## src/verilog/ctl_pkg.sv

```systemverilog
// constants, register map and types shared by the control input handler
package ctl_pkg;

	// clock and debounce timing
	localparam int CLK_PERIOD_NS = 100; // 10 MHz pclk
	localparam int DEBOUNCE_TIME_US = 10000; // least stable time of a contact
	// least time, so round up to whole cycles
	localparam int DEBOUNCE_CYCLES = (DEBOUNCE_TIME_US * 1000 + CLK_PERIOD_NS - 1) / CLK_PERIOD_NS;
	localparam int DB_CNT_W = 17; // holds DEBOUNCE_CYCLES

	// control input positions on the input vector
	localparam int IN_W = 13;
	localparam int IN_BACKLIGHT = 0;
	localparam int IN_TOUCH_LOCK = 1;
	localparam int IN_RESTART = 2;
	localparam int IN_RECIPE_LSB = 3; // four bits, weight 1 first
	localparam int IN_ZONE = 7;
	localparam int IN_CLEAR = 8;
	localparam int IN_INHIBIT = 9;
	localparam int IN_RUN = 10;
	localparam int IN_DISP_ZERO = 11;
	localparam int IN_DIGITAL_ZERO = 12;

	// data widths
	localparam int SEL_W = 4;
	localparam int RECIPE_W = 5;
	localparam int ZONE_COUNT = 5;
	localparam int ZONE_W = 3;
	localparam int JUDGE_W = 11;
	localparam int READ_W = 24;
	localparam int ADDR_W = 12;

	// register byte offsets
	localparam logic [ADDR_W-1:0] REG_CONFIG = 12'h000;
	localparam logic [ADDR_W-1:0] REG_STATUS = 12'h004;
	localparam logic [ADDR_W-1:0] REG_COMMAND = 12'h008;
	localparam logic [ADDR_W-1:0] REG_DISP_ZERO = 12'h00C;
	localparam logic [ADDR_W-1:0] REG_LOAD_ZERO = 12'h010;

	// configuration fields
	localparam int CFG_RECIPE_EXT = 0; // external_terminal_source for recipes
	localparam int CFG_ZONE_EXT = 1; // external_terminal_source for zones
	localparam int CFG_BEGIN_EXT = 2; // measurement_begin_condition
	localparam int CFG_END_EXT = 3; // measurement_end_condition
	localparam int CFG_RUN_LEVEL = 4; // external_run_control_style, 1 = level
	localparam int CFG_PORT_REAR = 5; // serial on rear connector
	localparam int CFG_ZONE_EN_LSB = 8; // five zone enables
	localparam int CFG_RECIPE_LSB = 16; // software recipe select
	localparam logic [31:0] CONFIG_RESET = 32'h0000_1F20;
	localparam logic [31:0] CONFIG_MASK = 32'h000F_1F3F;

	// status fields
	localparam int ST_BACKLIGHT = 0;
	localparam int ST_TOUCH_LOCK = 1;
	localparam int ST_INHIBIT = 2;
	localparam int ST_MEASURING = 3;
	localparam int ST_DIRTY = 4;
	localparam int ST_RECIPE_LSB = 8;
	localparam int ST_ZONE_LSB = 16;

	// command bits
	localparam int CMD_START = 0;
	localparam int CMD_STOP = 1;
	localparam int CMD_ZONE_NEXT = 2;
	localparam int CMD_CLEAR = 3;

	// results clear sequence
	typedef enum logic [1:0] {CLR_IDLE, CLR_BLANK, CLR_RESUME} clr_state_t;

endpackage : ctl_pkg

```

## src/verilog/ctl_in_if.sv

```systemverilog
// carrier between the handler and its input filter
`timescale 1ns/10ps
interface ctl_in_if;
	import ctl_pkg::*;
	logic [IN_W-1:0] raw; // active high, unfiltered
	logic [IN_W-1:0] clean; // synchronised and debounced
	modport source (output raw, input clean);
	modport filter (input raw, output clean);
endinterface : ctl_in_if

```

## src/verilog/ctl_debounce.sv

```systemverilog
// two-flop synchroniser and debounce filter for each control input
`timescale 1ns/10ps
module ctl_debounce
	import ctl_pkg::*;
#(
	parameter logic [DB_CNT_W-1:0] DEBOUNCE_LEN = DB_CNT_W'(DEBOUNCE_CYCLES)
) (
	input wire logic pclk,
	input wire logic presetn,
	ctl_in_if.filter ins
);

	logic [IN_W-1:0] meta_q; // first stage, read by sync_q only
	logic [IN_W-1:0] sync_q; // second stage
	logic [IN_W-1:0] clean_q; // accepted level
	logic [DB_CNT_W-1:0] cnt_q [IN_W]; // stable time per input

	// synchroniser; isolated contacts arrive with no relation to pclk
	always_ff @(posedge pclk or negedge presetn) begin
		if (!presetn) begin
			meta_q <= '0;
			sync_q <= '0;
		end else begin
			meta_q <= ins.raw;
			sync_q <= meta_q;
		end
	end

	// a new level is taken only after it held for the whole window;
	// bounce restarts the count, so chatter never reaches the handler
	always_ff @(posedge pclk or negedge presetn) begin
		if (!presetn) begin
			clean_q <= '0;
			for (int i = 0; i < IN_W; i++) begin
				cnt_q[i] <= '0;
			end
		end else begin
			for (int i = 0; i < IN_W; i++) begin
				if (sync_q[i] == clean_q[i]) begin
					cnt_q[i] <= '0;
				end else if (cnt_q[i] >= DEBOUNCE_LEN - 1'b1) begin
					clean_q[i] <= sync_q[i];
					cnt_q[i] <= '0;
				end else begin
					cnt_q[i] <= cnt_q[i] + 1'b1;
				end
			end
		end
	end

	assign ins.clean = clean_q;

endmodule : ctl_debounce

```

## src/verilog/ctl_input_handler.sv

```systemverilog
// control input handler with apb register file
//
// Behaviour
// - backlight forced on while input active
// - touch ignored while lock input active
// - restart unit on restart input activation
// - recipe inputs used only when source external
// - recipe equals one plus binary select value
// - zone input acts only when source external
// - zone switching skips zones with judgment disabled
// - clear input discards stored judgment results
// - clear blanks judgment outputs, then resumes continuous
// - inhibit input holds all judgment outputs off
// - run input used when begin/end condition external
// - edge mode toggles run on each activation
// - level mode starts run on activation, stops it on release
// - displacement zero captures present displacement reading
// - digital zero captures present load reading
// - serial uses rear or usb, never both
// - settings committed only on return home
`timescale 1ns/10ps
module ctl_input_handler
	import ctl_pkg::*;
#(
	parameter logic [DB_CNT_W-1:0] DEBOUNCE_LEN = DB_CNT_W'(DEBOUNCE_CYCLES)
) (
	input wire logic pclk,
	input wire logic presetn,
	input wire logic psel,
	input wire logic penable,
	input wire logic pwrite,
	input wire logic [ADDR_W-1:0] paddr,
	input wire logic [31:0] pwdata,
	output logic [31:0] prdata_q,
	output logic pready_q,
	output logic pslverr_q,
	input wire logic [IN_W-1:0] ctl_in_n,
	input wire logic [READ_W-1:0] load_value,
	input wire logic [READ_W-1:0] disp_value,
	input wire logic [JUDGE_W-1:0] judge_in,
	input wire logic touch_event,
	input wire logic home_return,
	input wire logic serial_tx,
	input wire logic rear_rx,
	input wire logic usb_rx,
	output logic backlight_on_q,
	output logic touch_locked_q,
	output logic touch_pass_q,
	output logic unit_restart_q,
	output logic [RECIPE_W-1:0] recipe_num_q,
	output logic [ZONE_W-1:0] zone_num_q,
	output logic [JUDGE_W-1:0] judge_out_q,
	output logic results_clear_q,
	output logic continue_start_q,
	output logic measuring_q,
	output logic [READ_W-1:0] disp_zero_q,
	output logic [READ_W-1:0] load_zero_q,
	output logic nvm_commit_q,
	output logic rear_tx_q,
	output logic usb_tx_q,
	output logic serial_rx_q
);

	// recipe number from a four bit select, 1 to 16
	function automatic logic [RECIPE_W-1:0] recipe_of(input logic [SEL_W-1:0] sel);
		return {1'b0, sel} + 5'h01;
	endfunction : recipe_of

	// next enabled zone after cur, wrapping; stays put if none enabled
	function automatic logic [ZONE_W-1:0] next_zone(
		input logic [ZONE_W-1:0] cur,
		input logic [ZONE_COUNT-1:0] en
	);
		logic [ZONE_W-1:0] z;
		logic [ZONE_W-1:0] pick;
		logic found;
		z = cur;
		pick = cur;
		found = 1'b0;
		for (int i = 0; i < ZONE_COUNT; i++) begin
			z = (z == ZONE_W'(ZONE_COUNT - 1)) ? '0 : z + 1'b1;
			if (!found && en[z]) begin
				pick = z;
				found = 1'b1;
			end
		end
		return pick;
	endfunction : next_zone

	ctl_in_if ins (); // raw pins to filter and back

	logic [IN_W-1:0] prev_q; // clean levels one cycle ago
	logic [IN_W-1:0] rise; // inactive to active, one cycle
	logic [IN_W-1:0] fall; // active to inactive, one cycle
	logic [31:0] cfg_q; // configuration register
	logic dirty_q; // settings changed since last commit
	clr_state_t clr_q; // results clear sequence
	logic [31:0] rd_data; // read mux
	logic rd_ok; // address is mapped
	logic setup; // apb setup phase
	logic done; // apb access completes this edge
	logic wr; // accepted write
	logic cfg_wr; // write to configuration
	logic [3:0] cmd; // command pulses
	logic ext_run; // run input owns measurement
	logic clear_go; // start a results clear
	logic [ZONE_COUNT-1:0] zone_en; // zones with judgment enabled
	logic rear_sel; // serial routed to rear connector

	// a shorted contact pulls the pin low, so low means on
	assign ins.raw = ~ctl_in_n;

	ctl_debounce #(
		.DEBOUNCE_LEN(DEBOUNCE_LEN)
	) u_debounce (
		.pclk(pclk),
		.presetn(presetn),
		.ins(ins)
	);

	// transitions of the filtered inputs
	assign rise = ins.clean & ~prev_q;
	assign fall = ~ins.clean & prev_q;

	// configuration views
	assign zone_en = cfg_q[CFG_ZONE_EN_LSB +: ZONE_COUNT];
	assign rear_sel = cfg_q[CFG_PORT_REAR];
	assign ext_run = cfg_q[CFG_BEGIN_EXT] | cfg_q[CFG_END_EXT];

	// apb phases; one wait-free access phase after each setup
	assign setup = psel & ~penable;
	assign done = psel & penable & pready_q;
	assign wr = done & pwrite & ~pslverr_q;
	assign cfg_wr = wr && (paddr == REG_CONFIG);
	assign cmd = (wr && (paddr == REG_COMMAND)) ? pwdata[3:0] : 4'h0;

	// a clear from the pin or from software
	assign clear_go = rise[IN_CLEAR] | cmd[CMD_CLEAR];

	// edge history
	always_ff @(posedge pclk or negedge presetn) begin
		if (!presetn) begin
			prev_q <= '0;
		end else begin
			prev_q <= ins.clean;
		end
	end

	// read decode; status shows the block's live state
	always_comb begin
		rd_data = '0;
		rd_ok = 1'b1;
		unique case (paddr)
			REG_CONFIG: rd_data = cfg_q;
			REG_STATUS: begin
				rd_data[ST_BACKLIGHT] = backlight_on_q;
				rd_data[ST_TOUCH_LOCK] = touch_locked_q;
				rd_data[ST_INHIBIT] = ins.clean[IN_INHIBIT];
				rd_data[ST_MEASURING] = measuring_q;
				rd_data[ST_DIRTY] = dirty_q;
				rd_data[ST_RECIPE_LSB +: RECIPE_W] = recipe_num_q;
				rd_data[ST_ZONE_LSB +: ZONE_W] = zone_num_q;
			end
			REG_COMMAND: rd_data = '0; // write only, reads zero
			REG_DISP_ZERO: rd_data = {8'h00, disp_zero_q};
			REG_LOAD_ZERO: rd_data = {8'h00, load_zero_q};
			default: rd_ok = 1'b0; // unmapped
		endcase
	end

	// apb answer: ready, data and error are set up at the setup edge
	always_ff @(posedge pclk or negedge presetn) begin
		if (!presetn) begin
			pready_q <= 1'b0;
			prdata_q <= '0;
			pslverr_q <= 1'b0;
		end else begin
			pready_q <= setup;
			prdata_q <= (setup && !pwrite) ? rd_data : '0;
			pslverr_q <= setup & ~rd_ok;
		end
	end

	// configuration register; unused bits stay zero
	always_ff @(posedge pclk or negedge presetn) begin
		if (!presetn) begin
			cfg_q <= CONFIG_RESET;
		end else if (cfg_wr) begin
			cfg_q <= pwdata & CONFIG_MASK;
		end
	end

	// pending settings; a change in the commit cycle keeps the flag set
	// so that it is not lost with the commit
	always_ff @(posedge pclk or negedge presetn) begin
		if (!presetn) begin
			dirty_q <= 1'b0;
			nvm_commit_q <= 1'b0;
		end else begin
			nvm_commit_q <= home_return & dirty_q;
			if (cfg_wr) begin
				dirty_q <= 1'b1;
			end else if (home_return) begin
				dirty_q <= 1'b0;
			end
		end
	end

	// panel levels follow their inputs
	always_ff @(posedge pclk or negedge presetn) begin
		if (!presetn) begin
			backlight_on_q <= 1'b0;
			touch_locked_q <= 1'b0;
			touch_pass_q <= 1'b0;
		end else begin
			backlight_on_q <= ins.clean[IN_BACKLIGHT];
			touch_locked_q <= ins.clean[IN_TOUCH_LOCK];
			touch_pass_q <= touch_event & ~ins.clean[IN_TOUCH_LOCK];
		end
	end

	// restart is a one-cycle pulse; a held input restarts only once
	always_ff @(posedge pclk or negedge presetn) begin
		if (!presetn) begin
			unit_restart_q <= 1'b0;
		end else begin
			unit_restart_q <= rise[IN_RESTART];
		end
	end

	// recipe select; software choice applies when not external
	always_ff @(posedge pclk or negedge presetn) begin
		if (!presetn) begin
			recipe_num_q <= 5'h01;
		end else if (cfg_q[CFG_RECIPE_EXT]) begin
			recipe_num_q <= recipe_of(ins.clean[IN_RECIPE_LSB +: SEL_W]);
		end else begin
			recipe_num_q <= recipe_of(cfg_q[CFG_RECIPE_LSB +: SEL_W]);
		end
	end

	// zone switching, pin when external, command otherwise
	always_ff @(posedge pclk or negedge presetn) begin
		if (!presetn) begin
			zone_num_q <= '0;
		end else if (cfg_q[CFG_ZONE_EXT]) begin
			if (rise[IN_ZONE]) begin
				zone_num_q <= next_zone(zone_num_q, zone_en);
			end
		end else if (cmd[CMD_ZONE_NEXT]) begin
			zone_num_q <= next_zone(zone_num_q, zone_en);
		end
	end

	// clear sequence: blank outputs, then resume continuous judgment
	always_ff @(posedge pclk or negedge presetn) begin
		if (!presetn) begin
			clr_q <= CLR_IDLE;
		end else begin
			unique case (clr_q)
				CLR_IDLE: begin
					if (clear_go) begin
						clr_q <= CLR_BLANK;
					end
				end
				// a second clear while blanking keeps the outputs dark one more cycle
				CLR_BLANK: clr_q <= clear_go ? CLR_BLANK : CLR_RESUME;
				CLR_RESUME: clr_q <= clear_go ? CLR_BLANK : CLR_IDLE;
			endcase
		end
	end

	// judgment outputs; inhibit and clear both force them off
	always_ff @(posedge pclk or negedge presetn) begin
		if (!presetn) begin
			judge_out_q <= '0;
			results_clear_q <= 1'b0;
			continue_start_q <= 1'b0;
		end else begin
			results_clear_q <= clear_go;
			continue_start_q <= (clr_q == CLR_BLANK);
			if (ins.clean[IN_INHIBIT] || clear_go || clr_q == CLR_BLANK) begin
				judge_out_q <= '0;
			end else begin
				judge_out_q <= judge_in;
			end
		end
	end

	// measurement run state
	always_ff @(posedge pclk or negedge presetn) begin
		if (!presetn) begin
			measuring_q <= 1'b0;
		end else if (ext_run) begin
			if (cfg_q[CFG_RUN_LEVEL]) begin
				if (rise[IN_RUN]) begin
					measuring_q <= 1'b1;
				end else if (fall[IN_RUN]) begin
					measuring_q <= 1'b0;
				end
			end else if (rise[IN_RUN]) begin
				measuring_q <= ~measuring_q;
			end
		end else if (cmd[CMD_START]) begin
			measuring_q <= 1'b1;
		end else if (cmd[CMD_STOP]) begin
			measuring_q <= 1'b0;
		end
	end

	// zero captures on activation only
	always_ff @(posedge pclk or negedge presetn) begin
		if (!presetn) begin
			disp_zero_q <= '0;
			load_zero_q <= '0;
		end else begin
			if (rise[IN_DISP_ZERO]) begin
				disp_zero_q <= disp_value;
			end
			if (rise[IN_DIGITAL_ZERO]) begin
				load_zero_q <= load_value;
			end
		end
	end

	// serial routing; the idle port is held at line idle, so two ports
	// can never talk at once
	always_ff @(posedge pclk or negedge presetn) begin
		if (!presetn) begin
			rear_tx_q <= 1'b1;
			usb_tx_q <= 1'b1;
			serial_rx_q <= 1'b1;
		end else begin
			rear_tx_q <= rear_sel ? serial_tx : 1'b1;
			usb_tx_q <= rear_sel ? 1'b1 : serial_tx;
			serial_rx_q <= rear_sel ? rear_rx : usb_rx;
		end
	end
endmodule : ctl_input_handler

```

## config.mk

```make
export PLATFORM = sky130hd
export DESIGN_NAME = ctl_input_handler
export DESIGN_NICKNAME = d
export VERILOG_FILES = /design/src/verilog/ctl_pkg.sv /design/src/verilog/ctl_in_if.sv /design/src/verilog/ctl_debounce.sv /design/src/verilog/ctl_input_handler.sv
export SDC_FILE = /design/constraint.sdc
export NUM_CORES = 1
export LEC_CHECK = 0
export BUFFER_PORTS_ARGS = -buffer_cell sky130_fd_sc_hd__buf_2
export CORE_AREA = 10 10 271 143
export CTS_CLUSTER_DIAMETER = 120
export CTS_CLUSTER_SIZE = 10
export DETAILED_ROUTE_END_ITERATION = 7
export DIE_AREA = 0 0 281 153
export MAX_ROUTING_LAYER = met4
export PLACE_DENSITY = 0.76
export REMOVE_ABC_BUFFERS = 1
export SYNTH_ARGS = -nofsm -noshare
export SYNTH_HDL_FRONTEND = slang
export SYNTH_SLANG_ARGS = --single-unit
export TNS_END_PERCENT = 30
```

## constraint.sdc

```tcl
create_clock -name pclk -period 4.39 [get_ports pclk]
set_input_delay 0 -clock pclk [delete_from_list [all_inputs] [get_ports pclk]]
set_output_delay 0 -clock pclk [all_outputs]
set_load 0.005 [all_outputs]
```

==> metrics.md, run 1 <==
| Metric | Value |
|---|---|
| Die height | 153 µm |
| Layer with the highest usage | met2 |
| Critical path peak fanout | 6 |
| Final Hold Viols | 0 |
| Register area share after synthesis | 0.5551 |
| Worst min-delay path category | input port to asynchronous set/reset pin |
| Initial Utilization | 0.5143 |
| Die area | 42990 µm² |
| CP top delay family | compound AO/OA/AOI/OAI gates |
| GR Overflow Total | 0 |
| CTS buffer count | 44 |
| Vias in the first global route | 13.63k |
| Worst skew pair latency | 530 ps |
| Via density | 5.402 |
| Slew margin rel. | 0.2634 |
| Max Clk Rate | 237.8 MHz |
| First-pass GRT wire length | 74070 µm |
| Crit path kind | flop to flop |
| Row cnt | 48 |
| Actual slew at the worst max-slew pin | 1103 ps |
| Worst Setup End Kind | flop |
| CTS root buf | clkbuf_16 |
| Sink Count | 388 |
| RePlAce Congestion | 0.9311 |
| M3 GR Usage | 0.04559 |
| Async set-reset flop share out of synthesis | 1.000 |
| Status | finished clean |
| Placed insts | 2296 |
| Setup violations, final | 0 |
| Clk buf depth | 3 |
| Drt drc | 0 |
| Post-CTS setup buffer count | 0 |
| Syn Area/Cell | 10.58 µm² |
| Drt first-iter violations | 1144 |
| Die X | 281 µm |
| CP peak stage delay | 420 ps |
| Core ar. | 34050 µm² |
| Routing usage on met2 | 0.3223 |
| DRT Pass-1 Iters | 5 |
| Post-Syn Area | 17510 µm² |
| Initial antenna violation count | 4 |
| Final worst setup slack | 185.1 ps |
| Layout cells sized above 1 | 0.2000 |
| Total number of vias | 13.34k |
| Gr usage total | 0.2162 |
| Tot Pwr | 0.007473 W |
| Htree depth | 2 |
| Slowest cell on crit path | dfrtp_2 |
| Seq cells post-synth | 388 |
| Detail Route Antenna Nets | 0 |
| CP Launch Type | flop |
| Port bufs | 212 |
| Synth-to-Final Area Change | 22.23% |
| Required @ worst endpoint | 4820 ps |
| CTS tree | built |
| # IOs | 238 |
| Yosys warns | 0 |
| Cell leakage power | 10.05 nW |
| Buf/Inv on CP | 4 |
| Power density over the cells | 349.1 nW/µm² |
| Final #Nets | 2140 |
| Min Tclk post-route | 4205 ps |
| Placement Setup Slack | 24.11 ps |
| VDD IR max | 0.2509 mV |
| Syn Inst Count | 1655 |
| Placed wire-length estimate | 30810 µm |
| Post-synth EDFFs | 0 |
| Avg WL per Cell | 18.20 µm |
| Crit-path cells | inv_1 -> ha_1 -> a21oi_2 -> inv_1 -> ha_1 -> o21ai_1 -> a22o_1 -> inv_1 -> ha_1 -> a31oi_1 -> a22oi_1 -> or3_4 -> a311oi_4 -> buf_4 -> mux2_2 -> o41a_1 -> o32ai_1 |
| Layout Cells excl Fill | 2469 |
| Share of the synthesized area in the top cell type | 0.5401 |
| Largest net degree at the start of global routing | 109 |
| Synth top area cells | dfrtp_1, nor2_1, mux2_2 |
| CP Data Arrival Time | 4630 ps |
| Total Wirelength | 44930 µm |
| Setup tns final | 0 ps |
| Max Cap Viol | 0 |
| Final worst path period share | 0.9578 |
| Largest area contributor in the netlist | dfrtp_1 |
| Main synth FF type | dfrtp_1 |
| Pins over their slew limit | 0 |
| Distinct cells, synth | 71 |
| GR met1 Demand/Resource | 0.2966 |
| Setup Skew | 16.32 ps |
| Worst-path clk slew | 60 ps |
-- timing repair --
item,CTS,global route
hold endpoints to repair,185,0
endpoints found under the setup margin,0,3
hold buffers,97,0
gates resized for setup,0,9
-- layout by cell type, fill, tap and decap left out, drive strengths merged, types with 11 or more instances in the layout --
master,instances
xor2,102
a21oi,23
a222oi,15
nand3,108
ha,25
nand2,107
xnor2,96
buf,229
and3,40
a22oi,11
nor2,331
a41oi,13
clkbuf,72
o21ai,29
nor4,15
mux2,86
dlygate4sd3,97
nand4,22
nor3,20
inv,59
dfrtp,378
and2,16
-- per-layer routing --
layer	part of all wire	vias to the layer above	wire, µm
li1	-	6288	-
met1	0.46	6593	20780
met2	0.45	387	20260
met3	0.064	70	2871
met4	0.023	0	1015
met5	0	-	0
-- flip-flops by register name, indices dropped and copies added (netlist names), 3 cells and up --
register / cells
u_debounce.cnt_q: 221
disp_zero_q: 24
load_zero_q: 24
prdata_q: 24
cfg_q: 15
u_debounce.ins.clean: 13
u_debounce.meta_q: 13
u_debounce.sync_q: 13
judge_out_q: 11
prev_q: 8
recipe_num_q: 5
zone_num_q: 3
-- final timing paths --
kind / end / slack (ps) / depth (start not counted) / start
max: zone_num_q[0] / 190 / 17 / zone_num_q[1]
min: u_debounce.cnt_q[55] / 50 / 2 / presetn
max reg2reg: zone_num_q[0] / 190 / 17 / zone_num_q[1]
min reg2reg: u_debounce.sync_q[6] / 350 / 0 / u_debounce.meta_q[6]
max in group asynchronous: u_debounce.cnt_q[99] / 3200 / 3 / presetn
min in group pclk: pslverr_q / 70 / 5 / paddr[10]
-- worst reg2reg max path, cell delays in order, from the launching register on --
cell and delay [ps]:
dfrtp_2 420, inv_1 110, ha_1 220, a21oi_2 160, inv_1 70, ha_1 240
o21ai_1 160, a22o_1 190, inv_1 60, ha_1 260, a31oi_1 190, a22oi_1 140
or3_4 420, a311oi_4 350, buf_4 190, mux2_2 340, o41a_1 420, o32ai_1 160
-- synthesized netlist by cell type (all sizes together), types with 10 or more instances --
cell type / n
inv: 59
clkbuf: 34
xnor2: 96
a41oi: 13
ha: 25
and3: 40
mux2: 86
nor4: 15
nor2: 331
buf: 11
o21ai: 29
nand4: 22
and2: 16
a222oi: 15
a22oi: 11
mux2i: 10
dfstp: 10
nand2: 107
a21oi: 23
nor3: 20
nand3: 108
dfrtp: 378
xor2: 102
-- where the power goes --
group / total (W) / leakage, nW / internal, W / switching, W
Sequential: 0.00372 / 5.25 / 0.00367 / 0.0000543
Combinational: 0.000450 / 4.21 / 0.000204 / 0.000246
Clock: 0.00330 / 0.592 / 0.00190 / 0.00140
Total: 0.00747 / 10.1 / 0.00578 / 0.00170
-- final cells by class --
class                           instances  area (µm²)
Clock buffer                           72        1237
Multi-Input combinational cell       1170        7456
Sequential cell                       388        9723
Timing Repair Buffer                  326        2195
Tap cell                              450       563.0
Antenna cell                            4       10.01
Fill cell                            2630       12650
Inverter                               59       221.5
-- metrics by stage --
| step | hold WS [ps] | instance area [µm²] | utilization |
|---|---|---|---|
| after floorplan | -295.6 | 17330 | - |
| after global placement | 59.60 | 19150 | 0.5624 |
| after detailed placement | 61.83 | 19150 | 0.5624 |
| after CTS | 52.17 | 21360 | 0.6272 |
| after global routing | 118.0 | 21410 | 0.6286 |
| final | 47.35 | 21410 | 0.6286 |
-- cell families after synthesis --
family / share of synthesized area
simple gates: 0.1853
flops: 0.5551
xor+xnor: 0.09902
compound gates: 0.05566
buf+inv: 0.02458
mux: 0.06230
fa+ha+maj: 0.01786
other cells: 0.0002141
Note: power is estimated with default switching activity, not from simulation.
==> run 2, diff against run 1 <==
--- a/config.mk
+++ b/config.mk
@@ -5,14 +5,15 @@
 export SDC_FILE = /design/constraint.sdc
 export NUM_CORES = 1
 export LEC_CHECK = 0
+export ABC_AREA = 1
 export BUFFER_PORTS_ARGS = -buffer_cell sky130_fd_sc_hd__buf_2
-export CORE_AREA = 10 10 271 143
+export CORE_AREA = 10 10 274 145
 export CTS_CLUSTER_DIAMETER = 120
 export CTS_CLUSTER_SIZE = 10
 export DETAILED_ROUTE_END_ITERATION = 7
-export DIE_AREA = 0 0 281 153
+export DIE_AREA = 0 0 284 155
 export MAX_ROUTING_LAYER = met4
-export PLACE_DENSITY = 0.76
+export PLACE_DENSITY = 0.75
 export REMOVE_ABC_BUFFERS = 1
 export SYNTH_ARGS = -nofsm -noshare
 export SYNTH_HDL_FRONTEND = slang
==> metrics.md, run 2 <==
| Metric | Value |
|---|---|
| CTS tree | built |
| Initial antenna violation count | 2 |
| Post-synthesis simple-gate area fraction | 0.2239 |
| Synth Area in Adders | 0.01743 |
| Die X | 284 µm |
| RePlAce Congestion | 0.9122 |
| Cell leakage power | 10.12 nW |
| Final worst setup slack | 994.6 ps |
| Slowest cell on crit path | dfrtp_1 |
| Post-synth EDFFs | 0 |
| Top cell by count, worst path | nand2_1 |
| Max Cap Viol | 0 |
| # IOs | 238 |
| Top-count cell post-synth | dfrtp_1 |
| Async set-reset flop share out of synthesis | 1.000 |
| Worst R2R Path Depth | 24 |
| Clk buf depth | 3 |
| Seq cells post-synth | 388 |
| Htree depth | 2 |
| Final Hold Viols | 0 |
| Hold path cells | 3 |
| Reg with most FFs | u_debounce.cnt_q |
| Setup tns final | 0 ps |
| Vias in the first global route | 14.72k |
| Most frequent cells in the layout | dfrtp_1, nor2_1, inv_1 |
| Row cnt | 49 |
| Die area | 44020 µm² |
| Status | finished clean |
| Largest net degree at the start of global routing | 127 |
| Actual slew at the worst max-slew pin | 1134 ps |
| Setup Skew | 22.86 ps |
| Filler cell count | 2862 |
| Via density | 5.165 |
| Total number of vias | 14.71k |
| Core Util, Final | 0.6228 |
| Synth top area cells | dfrtp_1, nor2_1, inv_1 |
| Largest area contributor in the netlist | dfrtp_1 |
| Die height | 155 µm |
| CP peak stage delay | 490 ps |
| Main synth FF type | dfrtp_1 |
| Power density over the cells | 346.6 nW/µm² |
| Worst min-delay path category | input port to flop |
| Placement Setup Slack | 1044 ps |
| Post-CTS setup buffer count | 0 |
| CTS root buf | clkbuf_16 |
| Synth top cells by count | dfrtp_1, nor2_1, inv_1, nand2_1, nand3_1 |
| Pins over their slew limit | 0 |
| Drt first-iter violations | 1342 |
| Yosys warns | 0 |
| Setup violations, final | 0 |
| VDD IR max | 0.2628 mV |
| Final #Nets | 2494 |
| Post-Syn Area | 17950 µm² |
| Gr usage total | 0.2121 |
| GR Overflow Total | 0 |
| First-pass GRT wire length | 75580 µm |
| Distinct cells, synth | 47 |
| CP top delay family | simple AND/OR/NAND/NOR gates |
| CTS buffer count | 44 |
| CP Data Arrival Time | 3830 ps |
| WL met1 | 20840 µm |
| Port bufs | 212 |
| Avg WL per Cell | 16.10 µm |
| CP Launch Type | flop |
| Syn Area/Cell | 8.964 µm² |
| Worst R2R End | zone_num_q[1] |
| Largest family of logic cells by synthesized area | simple AND/OR/NAND/NOR gates |
| Syn Inst Count | 2002 |
| Min Tclk post-route | 3395 ps |
| Synth Area in Compound Gates | 0.07328 |
| Hold_sp | ctl_in_n[2] |
| Required @ worst endpoint | 4820 ps |
| Register area share after synthesis | 0.5417 |
| Critical path peak fanout | 9 |
| Placed wire-length estimate | 32020 µm |
| DRT Pass-1 Iters | 5 |
| DR WL met3 | 2918 µm |
| Worst skew pair latency | 560 ps |
| Worst R2R Setup Slack | 990 ps |
| Max FFs per register | 221 |
| Sink Count | 388 |
| Worst-path clk slew | 60 ps |
| Hold EP | u_debounce.meta_q[2] |
| Slew margin rel. | 0.2420 |
| Crit path kind | flop to flop |
| Buf/Inv on CP | 1 |
| R2r startpoint | zone_num_q[0] |
| Initial Utilization | 0.5108 |
| Layout cells sized above 1 | 0.1655 |
| Share of the synthesized area in the top cell type | 0.5271 |
| Commonest non-fill, non-tap cell in the layout | dfrtp_1 |
| Drt drc | 0 |
| Top layer in use | met4 |
| Synth-to-Final Area Change | 21.92% |
| Detail Route Antenna Nets | 0 |
| Crit-path cells | inv_1 -> ha_1 -> nand2_2 -> nand2_2 -> ha_1 -> nand3_2 -> nand2_1 -> ha_1 -> nor2_1 -> nand2_4 -> nand2_4 -> nand2_4 -> nand2_4 -> nand2_1 -> nand3_1 -> nand3_2 -> nand2_2 -> nand2_2 -> nand2_1 -> nand2_1 -> nand2_1 -> nand2_1 -> nand2_1 -> nand2_1 |
| Core ar. | 35130 µm² |
| Mux share of post-synthesis cell area | 0.03514 |
| Final worst path period share | 0.7734 |
| CTS Hold Buffers Added | 102 |
| RSZ-0062 raised after global routing | no |
| Post-cts resize count | 0 |
| Worst Setup End Kind | flop |
| XOR/XNOR share of the synthesized area | 0.03514 |
| Total Wirelength | 45850 µm |
| Met2 WL | 21140 µm |
| Max Clk Rate | 294.5 MHz |
## run 2: kinds of logic (layout without fill, tap and decap cells)
kind of cell / Yosys count / count (layout)
AO/OA/AOI/OAI: 218 / 218
XOR/XNOR: 72 / 72
adder cells (fa/ha/maj): 25 / 25
buffers and inverters: 341 / 694
flip-flops: 388 / 388
multiplexers: 56 / 56
other: 1 / 10
AND/OR/NAND/NOR: 901 / 901
## run 2: worst min-delay path: stages
cell and delay, ps:
dlygate4sd3_1 520, buf_2 90, inv_1 30
## run 2: worst max path at each step
stage / startpoint / to / slack, ps / depth (start not counted)
final: zone_num_q[0] / zone_num_q[1] / 990 / 24
after global placement: zone_num_q[0] / zone_num_q[2] / 1190 / 24
after floorplan: zone_num_q[0] / zone_num_q[0] / 1430 / 24
after global routing: zone_num_q[0] / zone_num_q[1] / 700 / 24
after detailed placement: zone_num_q[0] / zone_num_q[1] / 1040 / 24
after CTS: zone_num_q[0] / zone_num_q[1] / 1020 / 24
## run 2: final cells by class
cell class	instances	area [µm²]	share of cell area
Inverter	305	1145	0.05232
Multi-Input combinational cell	1280	6948	0.3176
Sequential cell	388	9722	0.4443
Tap cell	484	605.6	0.02768
Clock buffer	63	1204	0.05501
Clock inverter	2	46.29	0.002116
Antenna cell	2	5.005	0.0002287
Timing Repair Buffer	324	2205	0.1008
## run 2: metrics by stage
| step | cells | power, W | area [µm²] | hold slack, ps |
|---|---|---|---|---|
| floorplan | 1973 | 0.003993 | 17800 | -295.6 |
| global placement | 2679 | 0.004236 | 19600 | 148.8 |
| detailed placement | 2679 | 0.004264 | 19600 | 144.7 |
| CTS | 2846 | 0.007650 | 21870 | 100.1 |
| global route | 2848 | 0.007899 | 21880 | 109.6 |
| finish | 2848 | 0.007583 | 21880 | 117.6 |
## run 2: report_power, final
group	switching, W	leakage, nW	internal (W)
sequential	0.0000732	5.13	0.00369
clock	0.00142	0.600	0.00189
combinational	0.000289	4.39	0.000227
total	0.00178	10.1	0.00580
## run 2: routing by layer
| metal | up-vias | track usage |
|---|---|---|
| met5 | - | - |
| met4 | 0 | 0.05443 |
| met3 | 79 | 0.04537 |
| met2 | 430 | 0.3320 |
| met1 | 7070 | 0.2791 |
| li1 | 7130 | - |
